==> config.mk <==
export PLATFORM = sky130hd
export DESIGN_NAME = safety_mode_sequencer
export DESIGN_NICKNAME = d
export VERILOG_FILES = /design/src/safety_mode_pkg.sv /design/src/safety_mode_sequencer.sv
export VERILOG_INCLUDE_DIRS = /design/src /design/src/src
export SDC_FILE = /design/constraint.sdc
export NUM_CORES = 1
export LEC_CHECK = 0
export ABC_AREA = 1
export BUFFER_PORTS_ARGS = -buffer_cell sky130_fd_sc_hd__buf_2
export CAP_MARGIN = 30
export CORE_MARGIN = 5
export CORE_UTILIZATION = 55
export CTS_CLUSTER_SIZE = 12
export DETAILED_ROUTE_END_ITERATION = 6
export PLACE_DENSITY = 0.77
export RECOVER_POWER = 100
export SETUP_SLACK_MARGIN = 0.15
export SYNTH_ARGS = -nofsm -noshare
export SYNTH_HDL_FRONTEND = slang
export SYNTH_SLANG_ARGS = --single-unit
export TNS_END_PERCENT = 1
==> constraint.sdc <==
create_clock -name pclk -period 4.1 [get_ports pclk]
set_clock_uncertainty 0.1 [all_clocks]
set_input_delay 0.82 -clock pclk [delete_from_list [all_inputs] [get_ports pclk]]
set_output_delay 0.82 -clock pclk [all_outputs]
set_load 0.005 [all_outputs]
==> src/safety_mode_defs.svh <==
`ifndef SAFETY_MODE_DEFS_SVH
`define SAFETY_MODE_DEFS_SVH

// Register byte offsets
`define ADDR_CMD      8'h00
`define ADDR_STAT     8'h04
`define ADDR_LED      8'h08
`define ADDR_EVT      8'h0C

// Command register fields
`define CMD_MODE_MSB  2
`define CMD_MODE_LSB  0
`define CMD_SESS_ON   4
`define CMD_SESS_OFF  5
`define CMD_FORCE     6
`define CMD_DOWNLOAD  8

// Mode request codes
`define REQ_PROG      3'h1
`define REQ_DSTOP     3'h2
`define REQ_DRUN      3'h3
`define REQ_RUN       3'h4

// Event register bits
`define EVT_FORCE_REJ 0
`define EVT_SESS_REJ  1
`define EVT_MODE_REJ  2
`define EVT_TIMEOUT   3

// Timing
`define CLK_HZ        100000000
`define SESS_LOSS_S   30
`define BLINK_HALF_MS 500
`define RESTART_US    10
`define MS_PER_S      1000
`define US_PER_S      1000000

`endif

==> src/safety_mode_pkg.sv <==
package safety_mode_pkg;

  // Operating states, one-hot
  typedef enum logic [5:0] {
    ST_INIT  = 6'h01,
    ST_PROG  = 6'h02,
    ST_DSTOP = 6'h04,
    ST_DRUN  = 6'h08,
    ST_RUN   = 6'h10,
    ST_FAULT = 6'h20
  } mode_t;

  // Indicator drive
  typedef struct packed {
    logic us_green;
    logic us_red;
    logic fs_green;
    logic fs_red;
    logic run_green;
    logic valid_yellow;
    logic debug_yellow;
  } led_t;

  // Mode side effects: levels then one-cycle pulses
  typedef struct packed {
    logic comm_run;
    logic prog_run;
    logic msg_en;
    logic force_en;
    logic var_init;
    logic zero_io;
    logic clr_force;
    logic nvm_erase;
    logic prog_start;
    logic restart;
  } act_t;

endpackage

==> src/safety_mode_sequencer.sv <==
`timescale 1ns/10ps
`default_nettype none
`include "safety_mode_defs.svh"

// How it works
// - Initializing: self-test, status and run flash green
// - Program: execution stopped, program indicator pattern
// - Run: validated programs, run green, valid yellow
// - Debug-stopped: standby, run dark, debug yellow
// - Debug-run: execute unvalidated, forcing allowed
// - Fatal error: fault state, status red only
// - Mode follows own inputs, never host CPU
// - Run download restarts unit, restart indicator pattern
// - Forced refresh only in debug modes
// - Debug entry needs online tool session
// - Debug session loss: program after 30 s
// - Only one online session, refuse second
// - Leaving program starts comm; run reinitialises
// - Debug-stop to debug-run: init, restart programs
// - Debug-run to debug-stop: init, stop, unforce
// - Run to program: stop, zero, erase
// - Debug to program: stop comm, zero I/O
// - Fault: stop everything, outputs to zero
// - Comm established: status and link flash green
// - Power-up: run if validated app, else program
// - Program to debug erases stored application
module safety_mode_sequencer
  import safety_mode_pkg::*;
#(
  parameter int          ADDR_W      = 8,
  parameter longint      CLK_HZ      = `CLK_HZ,
  parameter longint      LOSS_CYCLES = CLK_HZ * `SESS_LOSS_S,
  parameter longint      BLINK_CYC   = CLK_HZ * `BLINK_HALF_MS / `MS_PER_S,
  parameter int          RESTART_CYC = `CLK_HZ / `US_PER_S * `RESTART_US
) (
  input  wire logic                  pclk,
  input  wire logic                  presetn,
  input  wire logic                  psel,
  input  wire logic                  penable,
  input  wire logic                  pwrite,
  input  wire logic [ADDR_W-1:0]     paddr,
  input  wire logic [31:0]           pwdata,
  output var  logic [31:0]           prdata,
  output var  logic                  pready,
  output var  logic                  pslverr,
  input  wire logic                  init_done,
  input  wire logic                  nvm_app_valid,
  input  wire logic                  hw_fault,
  input  wire logic                  tool_link_up,
  input  wire logic                  comm_est,
  output var  safety_mode_pkg::led_t leds,
  output var  safety_mode_pkg::act_t act,
  output var  safety_mode_pkg::mode_t mode
);
  import safety_mode_pkg::*;

  localparam logic [31:0] LOSS_LAST  = 32'(LOSS_CYCLES - 1);
  localparam logic [31:0] BLINK_LAST = 32'(BLINK_CYC - 1);
  localparam logic [15:0] RST_LAST   = 16'(RESTART_CYC - 1);

  mode_t       state_reg;
  mode_t       state_next;
  logic        online_reg, app_reg, restart_reg, blink_reg;
  logic [15:0] rst_cnt_reg;
  logic [31:0] loss_cnt_reg;
  logic [31:0] blink_cnt_reg;
  logic [3:0]  evt_reg;
  logic [3:0]  evt_set;
  logic        wr_cmd, wr_evt, acc;
  logic [2:0]  req;
  logic        req_ok, is_dbg, timeout, restart_done;
  logic [31:0] rd_next;
  logic        err_next;

  // ------------------------------------------------------------
  // APB slave
  // ------------------------------------------------------------

  // Access phase handshake and write strobes
  assign acc    = psel && penable && pready;
  assign wr_cmd = acc && pwrite && (paddr == `ADDR_CMD);
  assign wr_evt = acc && pwrite && (paddr == `ADDR_EVT);
  assign req    = pwdata[`CMD_MODE_MSB:`CMD_MODE_LSB];

  // Read mux, sampled in the setup cycle
  always_comb begin
    rd_next  = 32'h0000_0000;
    err_next = 1'b0;
    case (paddr)
      `ADDR_CMD:  rd_next = 32'h0000_0000;
      `ADDR_STAT: rd_next = {21'h0, restart_reg, app_reg, online_reg, 2'h0, state_reg};
      `ADDR_LED:  rd_next = {25'h0, leds};
      `ADDR_EVT:  rd_next = {28'h0, evt_reg};
      default:    err_next = 1'b1;
    endcase
  end

  // Zero-wait answer: ready in the first access cycle
  always_ff @(posedge pclk or negedge presetn) begin
    if (!presetn) begin
      pready  <= 1'b0;
      pslverr <= 1'b0;
      prdata  <= 32'h0000_0000;
    end else begin
      pready  <= psel && !penable;
      pslverr <= psel && !penable && err_next;
      if (psel && !penable) begin
        prdata <= pwrite ? 32'h0000_0000 : rd_next;
      end
    end
  end

  // ------------------------------------------------------------
  // Session and timers
  // ------------------------------------------------------------

  assign is_dbg = (state_reg == ST_DSTOP) || (state_reg == ST_DRUN);

  // Single online session; link drop or cancel ends it
  always_ff @(posedge pclk or negedge presetn) begin
    if (!presetn) begin
      online_reg <= 1'b0;
    end else if (!tool_link_up || state_reg == ST_FAULT) begin
      online_reg <= 1'b0;
    end else if (wr_cmd && pwdata[`CMD_SESS_OFF]) begin
      online_reg <= 1'b0;
    end else if (wr_cmd && pwdata[`CMD_SESS_ON]) begin
      online_reg <= 1'b1;
    end
  end

  // Session loss counter, cleared while online
  always_ff @(posedge pclk or negedge presetn) begin
    if (!presetn) begin
      loss_cnt_reg <= 32'h0000_0000;
    end else if (online_reg || !is_dbg || timeout) begin
      loss_cnt_reg <= 32'h0000_0000;
    end else begin
      loss_cnt_reg <= loss_cnt_reg + 32'h0000_0001;
    end
  end
  assign timeout = is_dbg && !online_reg && (loss_cnt_reg == LOSS_LAST);

  // Shared blink divider
  always_ff @(posedge pclk or negedge presetn) begin
    if (!presetn) begin
      blink_cnt_reg <= 32'h0000_0000;
      blink_reg     <= 1'b0;
    end else if (blink_cnt_reg == BLINK_LAST) begin
      blink_cnt_reg <= 32'h0000_0000;
      blink_reg     <= !blink_reg;
    end else begin
      blink_cnt_reg <= blink_cnt_reg + 32'h0000_0001;
    end
  end

  // Restart hold after a validated download in run
  always_ff @(posedge pclk or negedge presetn) begin
    if (!presetn) begin
      restart_reg <= 1'b0;
      rst_cnt_reg <= 16'h0000;
    end else if (state_reg != ST_RUN) begin
      restart_reg <= 1'b0;
      rst_cnt_reg <= 16'h0000;
    end else if (restart_reg) begin
      rst_cnt_reg <= rst_cnt_reg + 16'h0001;
    end else if (wr_cmd && pwdata[`CMD_DOWNLOAD]) begin
      restart_reg <= 1'b1;
    end
  end
  assign restart_done = restart_reg && (rst_cnt_reg == RST_LAST);

  // Stored application flag, loaded while initializing
  always_ff @(posedge pclk or negedge presetn) begin
    if (!presetn) begin
      app_reg <= 1'b0;
    end else if (state_reg == ST_INIT) begin
      app_reg <= nvm_app_valid;
    end else if (act.nvm_erase) begin
      app_reg <= 1'b0;
    end else if (wr_cmd && pwdata[`CMD_DOWNLOAD] &&
                 (state_reg == ST_PROG || state_reg == ST_RUN)) begin
      app_reg <= 1'b1;
    end
  end

  // ------------------------------------------------------------
  // Mode state machine
  // ------------------------------------------------------------

  // Legal requested changes from the current mode
  always_comb begin
    req_ok = 1'b0;
    case (state_reg)
      ST_PROG:  req_ok = (req == `REQ_DSTOP && online_reg) ||
                         (req == `REQ_RUN && app_reg);
      ST_DSTOP: req_ok = (req == `REQ_DRUN) || (req == `REQ_PROG);
      ST_DRUN:  req_ok = (req == `REQ_DSTOP) || (req == `REQ_PROG);
      ST_RUN:   req_ok = (req == `REQ_PROG) && !restart_reg;
      default:  req_ok = 1'b0;
    endcase
  end

  // Next mode from own inputs only, fault first
  always_comb begin
    state_next = state_reg;
    if (hw_fault) begin
      state_next = ST_FAULT;
    end else begin
      case (state_reg)
        ST_INIT: begin
          if (init_done) begin
            state_next = nvm_app_valid ? ST_RUN : ST_PROG;
          end
        end
        ST_PROG, ST_DSTOP, ST_DRUN, ST_RUN: begin
          if (timeout) begin
            state_next = ST_PROG;
          end else if (restart_done) begin
            state_next = ST_INIT;
          end else if (wr_cmd && req_ok) begin
            case (req)
              `REQ_PROG:  state_next = ST_PROG;
              `REQ_DSTOP: state_next = ST_DSTOP;
              `REQ_DRUN:  state_next = ST_DRUN;
              `REQ_RUN:   state_next = ST_RUN;
              default:    state_next = state_reg;
            endcase
          end
        end
        ST_FAULT: state_next = ST_FAULT;
        default:  state_next = ST_FAULT;
      endcase
    end
  end

  // Mode register
  always_ff @(posedge pclk or negedge presetn) begin
    if (!presetn) begin
      state_reg <= ST_INIT;
    end else begin
      state_reg <= state_next;
    end
  end
  assign mode = state_reg;

  // ------------------------------------------------------------
  // Events, set wins over write-one clear
  // ------------------------------------------------------------

  always_comb begin
    evt_set = 4'h0;
    evt_set[`EVT_FORCE_REJ] = wr_cmd && pwdata[`CMD_FORCE] &&
                              !(is_dbg && online_reg);
    evt_set[`EVT_SESS_REJ]  = wr_cmd && pwdata[`CMD_SESS_ON] && online_reg;
    evt_set[`EVT_MODE_REJ]  = wr_cmd && (req != 3'h0) && !req_ok;
    evt_set[`EVT_TIMEOUT]   = timeout;
  end

  always_ff @(posedge pclk or negedge presetn) begin
    if (!presetn) begin
      evt_reg <= 4'h0;
    end else begin
      evt_reg <= (evt_reg & ~(wr_evt ? pwdata[3:0] : 4'h0)) | evt_set;
    end
  end

  // ------------------------------------------------------------
  // Side effects of each mode change
  // ------------------------------------------------------------

  // Levels follow the next mode, pulses mark each change except init to program or run; one process owns all of act
  always_ff @(posedge pclk or negedge presetn) begin
    if (!presetn) begin
      act <= '0;
    end else begin
      act.comm_run   <= (state_next == ST_DSTOP) || (state_next == ST_DRUN) ||
                        (state_next == ST_RUN);
      act.prog_run   <= ((state_next == ST_RUN) && !restart_reg) ||
                        (state_next == ST_DRUN);
      act.msg_en     <= (state_next != ST_FAULT) && (state_next != ST_INIT);
      // Forcing is granted only in debug with a session, held while in debug, dropped on debug-run to debug-stop
      act.force_en   <= ((state_next == ST_DSTOP) || (state_next == ST_DRUN)) &&
                        !(state_reg == ST_DRUN && state_next == ST_DSTOP) &&
                        (act.force_en || (wr_cmd && pwdata[`CMD_FORCE] && is_dbg && online_reg));
      act.var_init   <= (state_reg == ST_PROG && state_next == ST_RUN) ||
                        (state_reg == ST_DSTOP && state_next == ST_DRUN) ||
                        (state_reg == ST_DRUN && state_next == ST_DSTOP) ||
                        (state_reg == ST_RUN && state_next == ST_PROG) ||
                        (state_reg == ST_DRUN && state_next == ST_PROG);
      act.zero_io    <= (state_reg != ST_PROG && state_next == ST_PROG &&
                         state_reg != ST_INIT) ||
                        (state_reg != ST_FAULT && state_next == ST_FAULT);
      act.clr_force  <= state_reg == ST_DRUN &&
                        (state_next == ST_DSTOP || state_next == ST_PROG);
      act.nvm_erase  <= (state_reg == ST_RUN && state_next == ST_PROG) ||
                        (state_reg == ST_PROG && state_next == ST_DSTOP);
      act.prog_start <= (state_reg == ST_PROG && state_next == ST_RUN) ||
                        (state_reg == ST_DSTOP && state_next == ST_DRUN);
      act.restart    <= restart_done;
    end
  end

  // ------------------------------------------------------------
  // Indicators
  // ------------------------------------------------------------

  always_ff @(posedge pclk or negedge presetn) begin
    if (!presetn) begin
      leds <= '0;
    end else begin
      leds <= '0;
      case (state_reg)
        ST_INIT: begin
          leds.us_green  <= blink_reg;
          leds.run_green <= blink_reg;
        end
        ST_PROG: begin
          leds.us_green     <= 1'b1;
          leds.fs_green     <= blink_reg;
          leds.valid_yellow <= app_reg;
        end
        ST_DSTOP, ST_DRUN, ST_RUN: begin
          if (comm_est || restart_reg) begin
            leds.us_green <= blink_reg;
            leds.fs_green <= blink_reg;
          end else begin
            leds.us_green <= 1'b1;
            leds.fs_green <= blink_reg;
            leds.fs_red   <= !blink_reg;
          end
          leds.run_green    <= state_reg != ST_DSTOP;
          leds.debug_yellow <= state_reg != ST_RUN;
          leds.valid_yellow <= app_reg && !restart_reg;
        end
        ST_FAULT: leds.us_red <= 1'b1;
        default:  leds.us_red <= 1'b1;
      endcase
    end
  end
endmodule
`default_nettype wire

Word-level counts from Yosys, hierarchy flattened
Cells that the tools add are included.
{ "totals": {"n_memories": 0, "latchBits": 0, "mem_bits_rw": 0, "rom_bits": 0, "ff_bits": 145} }
{ "op_classes": {"add_sub_neg": 3, "n_mul": 0, "n_lt_le_gt_ge": 0, "n_div": 0, "n_eq_ne": 28, "n_bitwise": 3, "shifts": 0, "n_mux": 35, "reduce_logical": 79} }
{ "op_table": {"columns": ["op", "count"], "rows": [
  ["$mux 32", 3],
  ["$add 32x1->32 const B", 2],
  ["$logic_and 1x1->1", 41],
  ["$pmux 11 s3", 1],
  ["$eq 32x26->1 const B", 1],
  ["$eq 32x32->1 const B", 1],
  ["$mux 16", 2],
  ["$mux 6", 5],
  ["$pmux 6 s4", 1],
  ["$logic_or 1x1->1", 20],
  ["$add 16x1->16 const B", 1],
  ["$eq 16x10->1 const B", 1],
  ["$eq 8x4->1 const B", 2],
  ["$mux 1", 16],
  ["$eq 6x2->1 const B", 2],
  ["$eq 6x3->1 const B", 2],
  ["$eq 6x4->1 const B", 2],
  ["$eq 6x5->1 const B", 2],
  ["$eq 6x6->1 const B", 2],
  ["$ne 6x1->1 const B", 2],
  ["$ne 6x6->1 const B", 2],
  ["$pmux 6 s2", 1],
  ["$logic_not 1->1", 9],
  ["$reduce_bool 3->1", 3],
  ["other kinds (21)", 24]
]} }

Depth between registers and ports, before layout
Gate-level depths: netlist (run 1).
{ "depth": {"word_depth": 16, "ltp_mapped": 18, "depth_no_buf": 18} }

Least setup slack after synthesis (run 1)
No wires, ideal clock.
{ "synth_path": {"kind": "input to register", "from": "in paddr[1]", "to": "reg act[5] (netlist name)", "path_buffers": 0, "t_arrival_ns": 2.016, "slack_ns": 1.867, "cell_stages": 14, "t_required_ns": 3.883, "setup_ns": 0.117, "path_cell_list": "nor2_2 > nand2_1 > nor3_4 > nand2_2 > nand2_1 > o21ai_1 > inv_1 > nor2_4 > nand2_1 > nand2_2 > inv_2 > nand2_1 > inv_1 > nand2_1"} }
{ "synth_between": {"elab_chain_len": 14, "elab_cells_between_ends": 21, "cone_classes": "eq/ne: 4; mux: 5; reduce/logical: 12"} }
{ "synth_rtl": {"columns": ["element", "line", "text"], "rows": [
  ["start: declaration", "safety_mode_sequencer.sv:41", "input wire logic [ADDR_W-1:0] paddr,"],
  ["$logic_not 8->1 *", null, null],
  ["$logic_and 1x1->1 *", "safety_mode_sequencer.sv:81", "assign wr_cmd = acc && pwrite && (paddr == `ADDR_CMD);"],
  ["$logic_and 1x1->1 *", "safety_mode_sequencer.sv:221", "end else if (wr_cmd && req_ok) begin"],
  ["$mux 6 *", "safety_mode_sequencer.sv:221", null],
  ["$mux 6 *", "safety_mode_sequencer.sv:219", "end else if (restart_done) begin"],
  ["$mux 6 *", "safety_mode_sequencer.sv:217", "if (timeout) begin"],
  ["$pmux 6 s2 *", "safety_mode_sequencer.sv:210", "case (state_reg)"],
  ["$mux 6 *", "safety_mode_sequencer.sv:207", "if (hw_fault) begin"],
  ["named net state_next[3]", "safety_mode_sequencer.sv:62", "mode_t state_next;"],
  ["$eq 6x5->1 or $eq 6x4->1 (tied branches)", "safety_mode_sequencer.sv:286, safety_mode_sequencer.sv:287", null],
  ["$logic_and 1x1->1, on equally long branches", "safety_mode_sequencer.sv:286, safety_mode_sequencer.sv:287", null],
  ["$logic_or 1x1->1", "safety_mode_sequencer.sv:286", "act.var_init <= (state_reg == ST_PROG && state_next == ST_RUN) ||"],
  ["$logic_or 1x1->1", "safety_mode_sequencer.sv:287", "(state_reg == ST_DSTOP && state_next == ST_DRUN) ||"],
  ["$logic_or 1x1->1", "safety_mode_sequencer.sv:288", "(state_reg == ST_DRUN && state_next == ST_DSTOP) ||"],
  ["$logic_or 1x1->1 *", "safety_mode_sequencer.sv:289", "(state_reg == ST_RUN && state_next == ST_PROG) ||"],
  ["end: declaration", "safety_mode_sequencer.sv:52", "output var safety_mode_pkg::act_t act,"]
]} }
The timed path passes the listed nets; every way through them passes the cells marked *.
A chain may end at the register's enable or synchronous reset.

Final worst setup path (run 1)
{ "layout_path": {"from": "reg blink_cnt_reg[0]", "to": "reg blink_cnt_reg[28]"} }
{ "layout_between": {"elab_chain_len": 2, "elab_cells_between_ends": 3, "cone_classes": "add/sub: 1; eq/ne: 1; mux: 1"} }
{ "layout_rtl": {"columns": ["element", "line", "text"], "rows": [
  ["start: declaration", "safety_mode_sequencer.sv:66", "logic [31:0] blink_cnt_reg;"],
  ["start signal: assignment", "safety_mode_sequencer.sv:153", "blink_cnt_reg <= blink_cnt_reg + 32'h0000_0001;"],
  ["$add 32x1->32 or $eq 32x26->1 (tied branches)", "safety_mode_sequencer.sv:153, safety_mode_sequencer.sv:149", null],
  ["$mux 32 *", "safety_mode_sequencer.sv:149", "end else if (blink_cnt_reg == BLINK_LAST) begin"]
]} }
Every way passes the cells marked *; elsewhere a longest branch is shown, timed or not.

==> report_table.html, run 1 <==
<table>
<tr><th>Metric</th><th>Value</th></tr>
<tr><th colspan="2">Setup path</th></tr>
<tr><td>Biggest fanout along the worst timing path</td><td>4</td></tr>
<tr><td>Startpoint of the most critical register-to-register path</td><td>blink_cnt_reg[0]</td></tr>
<tr><td>Required time of the critical path</td><td>4.31 ns</td></tr>
<tr><td>Worst setup path startpoint</td><td>blink_cnt_reg[0]</td></tr>
<tr><td>Kind of launch point of the worst setup path</td><td>flip-flop</td></tr>
<tr><td>Worst path arrival time</td><td>3.29 ns</td></tr>
<tr><td>Critical setup path kind</td><td>reg -&gt; reg</td></tr>
<tr><td>Crit path capture type</td><td>flip-flop</td></tr>
<tr><th colspan="2">Logic synthesis</th></tr>
<tr><td>Share of the synthesized area in compound gates (AO/OA/AOI/OAI)</td><td>0.102</td></tr>
<tr><td>Area fraction in and, or, nand and nor cells after synthesis</td><td>0.312</td></tr>
<tr><td>Share of synthesized area spent on multiplexers</td><td>0</td></tr>
<tr><td>Largest family of logic cells by synthesized area</td><td>simple AND/OR/NAND/NOR gates</td></tr>
<tr><td>Synthesis warning total</td><td>0</td></tr>
<tr><td>Dominant synthesized flop cell</td><td>sky130_fd_sc_hd__dfrtp_1</td></tr>
<tr><td>Async S/R FF share, synth</td><td>1.00</td></tr>
<tr><td>Synthesized flop and latch total</td><td>roughly 120</td></tr>
<tr><td>Mapped Area</td><td>around 7000 um^2</td></tr>
<tr><td>Number of instances in the synthesized netlist</td><td>around 860</td></tr>
<tr><td>Area share of the largest cell type after synthesis</td><td>0.446</td></tr>
<tr><td>Number of distinct library cells after synthesis</td><td>50</td></tr>
<tr><td>Dominant cell type by area after synthesis</td><td>sky130_fd_sc_hd__dfrtp_1</td></tr>
<tr><td>Mapped Avg Cell Area</td><td>7.94 um^2</td></tr>
<tr><td>Register area share after synthesis</td><td>0.450</td></tr>
<tr><td>Leading post-synthesis cells by cell area</td><td>sky130_fd_sc_hd__dfrtp_1 (45%), sky130_fd_sc_hd__nand2_1 (8.1%), sky130_fd_sc_hd__inv_1 (7.6%)</td></tr>
<tr><td>Adder-Cell Fraction of Synth Area</td><td>0.00549</td></tr>
<tr><td>Post-synthesis share of cell area spent on xor and xnor gates</td><td>0.0192</td></tr>
<tr><td>Number of enable-type register cells in the synthesized netlist</td><td>0</td></tr>
<tr><th colspan="2">Placement</th></tr>
<tr><td>Final weighted congestion in routability-driven placement</td><td>0.921</td></tr>
<tr><td>Number of buffer cells added on primary ports</td><td>60</td></tr>
<tr><td>Placed cell areas</td><td>7260 um^2</td></tr>
<tr><td>Sum of net half-perimeters after detailed placement</td><td>around 11,000 um</td></tr>
<tr><td>Minimum setup slack after placement</td><td>1.50 ns</td></tr>
<tr><th colspan="2">Layout</th></tr>
<tr><td># nets final</td><td>988</td></tr>
<tr><td>Most common library cell in the layout ignoring fill and taps</td><td>sky130_fd_sc_hd__nand2_1</td></tr>
<tr><td>Count of inserted antenna diode cells</td><td>0</td></tr>
<tr><td>Share of cells above drive strength 1</td><td>0.110</td></tr>
<tr><td>P&amp;R area growth vs syn</td><td>12.0%</td></tr>
<tr><td>Most frequent cells in the layout</td><td>sky130_fd_sc_hd__nand2_1 (151), sky130_fd_sc_hd__inv_1 (141), sky130_fd_sc_hd__dfrtp_1 (122)</td></tr>
<tr><td>Design Area, Final</td><td>7660 um^2</td></tr>
<tr><th colspan="2">Routing</th></tr>
<tr><td>Mean routed wirelength per cell</td><td>~14 um</td></tr>
<tr><td>WL met2</td><td>6950 um</td></tr>
<tr><td>Vias per std cell</td><td>5.22</td></tr>
<tr><td>DR DRC count</td><td>0</td></tr>
<tr><td>Metal-1 WL</td><td>7020 um</td></tr>
<tr><td>Initial drt markers</td><td>approximately 510</td></tr>
<tr><td>Routed met3 length</td><td>959 um</td></tr>
<tr><td>Final routed wirelength across all metal layers</td><td>between 15,000 and 20,000 um</td></tr>
<tr><td>Highest metal layer with signal wires</td><td>met4</td></tr>
<tr><td>Total vias in the final route</td><td>between 5,000 and 6,000</td></tr>
<tr><td>Antenna violation net count after detailed routing</td><td>0</td></tr>
<tr><td>First-pass iteration count of the detailed router</td><td>6</td></tr>
<tr><th colspan="2">Die</th></tr>
<tr><td>Total core area</td><td>12,100 um^2</td></tr>
<tr><td>Vertical die dimension</td><td>122 um</td></tr>
<tr><td>Effective utilization at floorplan</td><td>0.565</td></tr>
<tr><td>Full die area</td><td>14,800 um^2</td></tr>
<tr><td>Total number of placement rows</td><td>40</td></tr>
<tr><td>Number of top-level design ports</td><td>107</td></tr>
<tr><td>Die width</td><td>122 um</td></tr>
<tr><th colspan="2">Flow run</th></tr>
<tr><td>Max-capacitance violation count</td><td>1</td></tr>
<tr><th colspan="2">Power and ir drop</th></tr>
<tr><td>Power density of the placed cells</td><td>360 nW/um^2</td></tr>
<tr><td>Leakage power</td><td>3.56 nW</td></tr>
<tr><td>Max IR drop VDD</td><td>0.325 mV</td></tr>
<tr><th colspan="2">Timing</th></tr>
<tr><td>RSZ-0062 raised after global routing</td><td>no</td></tr>
<tr><td>Final worst-path cycle share</td><td>0.751</td></tr>
<tr><td>Clock period minus worst slack</td><td>just over 3 ns</td></tr>
<tr><td>Max-slew violation count</td><td>50</td></tr>
<tr><td>Worst slew margin relative to its limit</td><td>-0.780</td></tr>
<tr><td>Worst path setup slack after routing</td><td>roughly 1 ns</td></tr>
<tr><td>Final total negative setup slack</td><td>0 ns</td></tr>
<tr><td>Number of hold-slack violations in the final timing report</td><td>0</td></tr>
<tr><td>Worst-case hold slack</td><td>0.377 ns</td></tr>
<tr><td>FMAX</td><td>0.325 GHz</td></tr>
<tr><td>Least-Margin Pin Slew</td><td>2.67 ns</td></tr>
<tr><td>Total setup violations reported at the end of the flow</td><td>0</td></tr>
<tr><th colspan="2">Clock network</th></tr>
<tr><td>Maximum number of buffers from clock root to sink</td><td>2</td></tr>
<tr><td>Clk Latency, worst-skew pair</td><td>0.42 ns</td></tr>
<tr><td>Library cell used as clock root buffer</td><td>sky130_fd_sc_hd__clkbuf_16</td></tr>
<tr><td>Number of sinks handled by clock tree synthesis</td><td>123</td></tr>
<tr><td>Resized Gates After CTS</td><td>0</td></tr>
<tr><td>Reg clk slew, reported paths</td><td>0.05 ns</td></tr>
<tr><td>Post CTS Setup Buffer Count</td><td>0</td></tr>
<tr><td>Hold-fix buffer count after cts</td><td>0</td></tr>
<tr><td>Clock tree from TritonCTS</td><td>done</td></tr>
<tr><td>Clock H-tree levels</td><td>4</td></tr>
<tr><td>Number of buffers created by CTS</td><td>17</td></tr>
<tr><th colspan="2">Min path</th></tr>
<tr><td>Hold path start</td><td>prdata[6]</td></tr>
<tr><td>HP Class</td><td>reg -&gt; reg</td></tr>
<tr><th colspan="2">Global routing</th></tr>
<tr><td>Vias in the first global route</td><td>5,510</td></tr>
<tr><td>Remaining Overflow, GRT</td><td>0</td></tr>
<tr><td>Initial antenna violation count</td><td>0</td></tr>
<tr><td>GRT Total Usage</td><td>0.218</td></tr>
<tr><td>Maximum number of pins on one net before global-route repair</td><td>75</td></tr>
<tr><td>Wire length of the first global-routing pass</td><td>25,700 um</td></tr>
<tr><th colspan="2">Run status</th></tr>
<tr><td>Result of the run</td><td>complete, but fails checks</td></tr>
<tr><td>Failing checks</td><td>capacitance limit, slew limit</td></tr>
</table>
[cells in the mapped netlist, types with 11 or more instances]
master,n
sky130_fd_sc_hd__nand2_1,148
sky130_fd_sc_hd__inv_1,138
sky130_fd_sc_hd__dfrtp_1,122
sky130_fd_sc_hd__nor2_1,86
sky130_fd_sc_hd__nor3_1,45
sky130_fd_sc_hd__o21ai_0,44
sky130_fd_sc_hd__a21oi_1,42
sky130_fd_sc_hd__nand3_1,36
sky130_fd_sc_hd__buf_4,24
sky130_fd_sc_hd__nand4_1,24
sky130_fd_sc_hd__nor2_2,17
sky130_fd_sc_hd__inv_2,13
sky130_fd_sc_hd__xor2_1,12
sky130_fd_sc_hd__nor4_1,11
[final timing paths]
path	to	slack, ns	depth (start not counted)
worst max register to register	blink_cnt_reg[28]	1.02	13
min in group asynchronous	loss_cnt_reg[29]	1.13	1
max in group asynchronous	pslverr	1.23	1
worst min register to register	prdata[6]	0.38	2
worst max-delay path	blink_cnt_reg[28]	1.02	13
worst min-delay path	prdata[6]	0.38	2
[per-stage QoR]
stage	total power, W	utilization	std cells
after floorplan	0.00127	-	882
after global placement	0.00130	0.599	1084
after detailed placement	0.00131	0.599	1084
after CTS	0.00279	0.648	1115
after global routing	0.00286	0.632	1115
final	0.00276	0.632	1115
[area by class of cell]
cell class / instances / area, um^2
Clock buffer: 24 / 502
Clock inverter: 7 / 87.6
Fill cell: 1071 / 4450
Inverter: 152 / 571
Multi-Input combinational cell: 580 / 2920
Sequential cell: 123 / 3080
Tap cell: 168 / 210
Timing Repair Buffer: 61 / 290
[cells by family (layout without fill, tap and decap cells)]
group | after synthesis | after routing
AOI/OAI and AO/OA | 122 | 122
xor gates and xnor gates | 15 | 15
adders and majority gates | 3 | 3
buffers and inverters | 179 | 244
DFF | 123 | 123
other | 1 | 22
and+or+nand+nor | 418 | 418
[metal layers]
metal  up-vias  GRT usage
li1       2918          -
met1      2673      0.297
met2       202      0.330
met3        27     0.0569
met4         0     0.0959
met5         -          0
[critical path, cell delays in order (launching register included)]
cell	delay, ns
sky130_fd_sc_hd__dfrtp_1	0.40
sky130_fd_sc_hd__ha_1	0.23
sky130_fd_sc_hd__nand2_2	0.06
sky130_fd_sc_hd__nor2_1	0.16
sky130_fd_sc_hd__clkinv_1	0.09
sky130_fd_sc_hd__nor2_1	0.36
sky130_fd_sc_hd__nand4_4	0.13
sky130_fd_sc_hd__nor2_1	0.42
sky130_fd_sc_hd__nand2_4	0.10
sky130_fd_sc_hd__nor3_1	0.49
sky130_fd_sc_hd__nand3_2	0.14
sky130_fd_sc_hd__o21ai_1	0.16
sky130_fd_sc_hd__a21o_1	0.10
sky130_fd_sc_hd__inv_1	0.03
[power by group]
| part | switching (W) | internal (W) |
|---|---|---|
| sequential | 0.00000147 | 0.00122 |
| combinational | 0.0000477 | 0.0000157 |
| clock | 0.000508 | 0.000966 |
No activity file was read; power rests on OpenSTA's default activity.
==> run 2: changes to the inputs <==
--- a/config.mk
+++ b/config.mk
@@ -6,14 +6,14 @@
 export SDC_FILE = /design/constraint.sdc
 export NUM_CORES = 1
 export LEC_CHECK = 0
-export ABC_AREA = 1
+export ABC_AREA = 0
 export BUFFER_PORTS_ARGS = -buffer_cell sky130_fd_sc_hd__buf_2
 export CAP_MARGIN = 30
 export CORE_MARGIN = 5
-export CORE_UTILIZATION = 55
+export CORE_UTILIZATION = 51
 export CTS_CLUSTER_SIZE = 12
 export DETAILED_ROUTE_END_ITERATION = 6
-export PLACE_DENSITY = 0.77
+export PLACE_DENSITY = 0.76
 export RECOVER_POWER = 100
 export SETUP_SLACK_MARGIN = 0.15
 export SYNTH_ARGS = -nofsm -noshare
==> constraint.sdc (replaced) <==
create_clock -name pclk -period 2.5 [get_ports pclk]
set_clock_uncertainty 0.1 [all_clocks]
set_input_delay 0.5 -clock pclk [delete_from_list [all_inputs] [get_ports pclk]]
set_output_delay 0.5 -clock pclk [all_outputs]
set_load 0.005 [all_outputs]
==> report_table.html, run 2 <==
<table>
<tr><th>Metric</th><th>Value</th></tr>
<tr><th colspan="2">Run status</th></tr>
<tr><td>Result of the run</td><td>completed</td></tr>
<tr><th colspan="2">Routing</th></tr>
<tr><td>DR DRC count</td><td>0</td></tr>
<tr><td>Mean routed wirelength per cell</td><td>15.8 um</td></tr>
<tr><td>Total vias in the final route</td><td>5,043</td></tr>
<tr><td>First-pass iteration count of the detailed router</td><td>4</td></tr>
<tr><td>Final routed wirelength across all metal layers</td><td>14,300 um</td></tr>
<tr><td>Initial drt markers</td><td>~400</td></tr>
<tr><td>Vias per std cell</td><td>5.57</td></tr>
<tr><td>Antenna violation net count after detailed routing</td><td>0</td></tr>
<tr><th colspan="2">Setup path</th></tr>
<tr><td>Critical setup path kind</td><td>reg -&gt; reg</td></tr>
<tr><td>Biggest fanout along the worst timing path</td><td>9</td></tr>
<tr><td>Worst-case reg-to-reg path depth</td><td>7</td></tr>
<tr><td>Required time of the critical path</td><td>2.71 ns</td></tr>
<tr><td>Crit path capture type</td><td>flip-flop</td></tr>
<tr><td>Kind of launch point of the worst setup path</td><td>flip-flop</td></tr>
<tr><td>Worst path arrival time</td><td>2.62 ns</td></tr>
<tr><th colspan="2">Logic synthesis</th></tr>
<tr><td>Async S/R FF share, synth</td><td>1.00</td></tr>
<tr><td>Number of enable-type register cells in the synthesized netlist</td><td>0</td></tr>
<tr><td>Synthesized flop and latch total</td><td>about 120</td></tr>
<tr><td>Area share of the largest cell type after synthesis</td><td>0.495</td></tr>
<tr><td>Leading post-synthesis cells by cell area</td><td>sky130_fd_sc_hd__dfrtp_1 (50%), sky130_fd_sc_hd__xor2_1 (7.1%), sky130_fd_sc_hd__nor2_1 (5.5%)</td></tr>
<tr><td>Dominant synthesized flop cell</td><td>sky130_fd_sc_hd__dfrtp_1</td></tr>
<tr><td>Mapped Area</td><td>6170 um^2</td></tr>
<tr><td>Mapped Avg Cell Area</td><td>9.80 um^2</td></tr>
<tr><td>Count leader, synth</td><td>sky130_fd_sc_hd__dfrtp_1</td></tr>
<tr><td>Synthesis warning total</td><td>0</td></tr>
<tr><td>Number of instances in the synthesized netlist</td><td>629</td></tr>
<tr><td>Number of distinct library cells after synthesis</td><td>67</td></tr>
<tr><td>Register area share after synthesis</td><td>0.499</td></tr>
<tr><td>Dominant cell type by area after synthesis</td><td>sky130_fd_sc_hd__dfrtp_1</td></tr>
<tr><td>Commonest cells in the synthesized netlist</td><td>sky130_fd_sc_hd__dfrtp_1 (122), sky130_fd_sc_hd__nor2_1 (91), sky130_fd_sc_hd__nand2_1 (65)</td></tr>
<tr><th colspan="2">Timing</th></tr>
<tr><td>Number of hold-slack violations in the final timing report</td><td>0</td></tr>
<tr><td>Total setup violations reported at the end of the flow</td><td>0</td></tr>
<tr><td>Least-Margin Pin Slew</td><td>0.944 ns</td></tr>
<tr><td>Final worst-path cycle share</td><td>0.964</td></tr>
<tr><td>Max-slew violation count</td><td>0</td></tr>
<tr><td>Final total negative setup slack</td><td>0 ns</td></tr>
<tr><td>Worst slew margin relative to its limit</td><td>0.371</td></tr>
<tr><td>FMAX</td><td>0.415 GHz</td></tr>
<tr><td>Worst path setup slack after routing</td><td>a little under 0.09 ns</td></tr>
<tr><td>Worst-case hold slack</td><td>0.153 ns</td></tr>
<tr><td>RSZ-0062 raised after global routing</td><td>yes</td></tr>
<tr><td>Clock period minus worst slack</td><td>2.41 ns</td></tr>
<tr><th colspan="2">Layout</th></tr>
<tr><td>Design Area, Final</td><td>between 7000 and 8000 um^2</td></tr>
<tr><td>Count of inserted antenna diode cells</td><td>0</td></tr>
<tr><td>Share of cells above drive strength 1</td><td>0.242</td></tr>
<tr><td>Multi-input combinational cell area</td><td>around 3000 um^2</td></tr>
<tr><td>Final non-filler cell total</td><td>906</td></tr>
<tr><td>Fill count</td><td>925</td></tr>
<tr><td># nets final</td><td>799</td></tr>
<tr><td>Most frequent cells in the layout</td><td>sky130_fd_sc_hd__dfrtp_1 (118), sky130_fd_sc_hd__nor2_1 (90), sky130_fd_sc_hd__nand2_1 (65)</td></tr>
<tr><td>Most common library cell in the layout ignoring fill and taps</td><td>sky130_fd_sc_hd__dfrtp_1</td></tr>
<tr><td>Footprint of the flip-flops and latches</td><td>just over 3000 um^2</td></tr>
<tr><td>P&amp;R area growth vs syn</td><td>25.1%</td></tr>
<tr><th colspan="2">Die</th></tr>
<tr><td>Vertical die dimension</td><td>120 um</td></tr>
<tr><td>Effective utilization at floorplan</td><td>0.518</td></tr>
<tr><td>Total core area</td><td>roughly 12,000 um^2</td></tr>
<tr><td>Die width</td><td>120 um</td></tr>
<tr><td>Total number of placement rows</td><td>40</td></tr>
<tr><td>Number of top-level design ports</td><td>107</td></tr>
<tr><td>Full die area</td><td>14,400 um^2</td></tr>
<tr><th colspan="2">Clock network</th></tr>
<tr><td>Number of buffers created by CTS</td><td>17</td></tr>
<tr><td>Library cell used as clock root buffer</td><td>sky130_fd_sc_hd__clkbuf_16</td></tr>
<tr><td>Clock tree from TritonCTS</td><td>done</td></tr>
<tr><td>Number of sinks handled by clock tree synthesis</td><td>between 100 and 150</td></tr>
<tr><td>Clock H-tree levels</td><td>4</td></tr>
<tr><td>Reg clk slew, reported paths</td><td>0.06 ns</td></tr>
<tr><td>Clk Latency, worst-skew pair</td><td>0.42 ns</td></tr>
<tr><td>Maximum number of buffers from clock root to sink</td><td>2</td></tr>
<tr><th colspan="2">Power and ir drop</th></tr>
<tr><td>Power density of the placed cells</td><td>roughly 630 nW/um^2</td></tr>
<tr><td>Leakage power</td><td>3.44 nW</td></tr>
<tr><td>Max IR drop VDD</td><td>roughly 0.45 mV</td></tr>
<tr><th colspan="2">Global routing</th></tr>
<tr><td>GRT Total Usage</td><td>0.200</td></tr>
<tr><td>Remaining Overflow, GRT</td><td>0</td></tr>
<tr><td>Vias in the first global route</td><td>4,907</td></tr>
<tr><td>Initial antenna violation count</td><td>0</td></tr>
<tr><td>Wire length of the first global-routing pass</td><td>23,300 um</td></tr>
<tr><td>Maximum number of pins on one net before global-route repair</td><td>47</td></tr>
<tr><th colspan="2">Placement</th></tr>
<tr><td>Placed Instances</td><td>856</td></tr>
<tr><td>Placed cell areas</td><td>6810 um^2</td></tr>
<tr><td>Number of buffer cells added on primary ports</td><td>60</td></tr>
<tr><td>Minimum setup slack after placement</td><td>-0.0525 ns</td></tr>
<tr><td>Sum of net half-perimeters after detailed placement</td><td>9660 um</td></tr>
<tr><td>Final weighted congestion in routability-driven placement</td><td>0.925</td></tr>
<tr><th colspan="2">Flow run</th></tr>
<tr><td>Max-capacitance violation count</td><td>0</td></tr>
<tr><th colspan="2">Min path</th></tr>
<tr><td>HP Class</td><td>in -&gt; reg</td></tr>
<tr><td>Number of instances on the worst hold path</td><td>2</td></tr>
</table>
-- run 2: final timing paths --
check,start,endpoint,slack [ns]
setup reg to reg,mode[2],act[3],0.09
setup / recovery,mode[2],act[3],0.09
hold reg to reg,prdata[5],prdata[5],0.37
max in group asynchronous,presetn,loss_cnt_reg[21],0.40
min in group asynchronous,presetn,blink_cnt_reg[14],0.66
hold / removal,pwdata[5],online_reg,0.15
-- run 2: cells by family (layout without fill, tap and decap cells) --
kind of cell	Yosys count	after routing	synth area share
AND/OR/NAND/NOR	300	300	0.249
flip-flops	123	123	0.499
adder cells (fa/ha/maj)	3	3	0.00609
other	1	22	0.000608
buffers and inverters	53	162	0.0483
multiplexers	7	7	0.0122
XOR/XNOR	75	75	0.107
AO/OA/AOI/OAI	67	67	0.0783
-- run 2: critical path, cell delays in order (launching register included) --
cell and delay (ns):
sky130_fd_sc_hd__dfrtp_2 0.50, sky130_fd_sc_hd__xor2_2 0.18, sky130_fd_sc_hd__o21ai_1 0.09, sky130_fd_sc_hd__o41ai_2 0.25
sky130_fd_sc_hd__nor2b_2 0.28, sky130_fd_sc_hd__nand3b_1 0.22, sky130_fd_sc_hd__or2_1 0.31, sky130_fd_sc_hd__a2111oi_2 0.36
-- run 2: layer usage --
layer,vias up,GRT usage,wire (um)
met1,2477,0.255,6150
li1,2385,-,-
met4,0,0.0888,288
met5,-,0,0
met2,147,0.325,7090
met3,34,0.0462,760
-- run 2: metrics by stage --
step                       util  total power [W]
after global routing      0.648          0.00504
after detailed placement  0.572          0.00215
after global placement    0.572          0.00215
final                     0.648          0.00489
after floorplan               -          0.00209
after CTS                 0.637          0.00494
-- run 2: timing repair --
item | in CTS | in global routing
buffers inserted | 4 | 13
resized for setup | 13 | 18
endpoints found under the hold margin | 36 | 0
pin swaps | 5 | 12
endpoints found under the setup margin | 38 | 40
hold buffers | 1 | 0
-- run 2: area by class of cell --
cell class,instances,share of cell area
timing repair buffer,121,0.0962
clock inverter,15,0.0319
inverter,9,0.00438
tap,147,0.0238
multi-input combinational,474,0.389
clock buffer,17,0.0551
sequential,123,0.400
-- run 2: power by group --
| part | switching [W] | leakage, nW | internal (W) |
|---|---|---|---|
| Sequential | 0.00000129 | 1.68 | 0.00199 |
| Combinational | 0.0000859 | 1.45 | 0.0000347 |
| Clock | 0.000907 | 0.315 | 0.00187 |
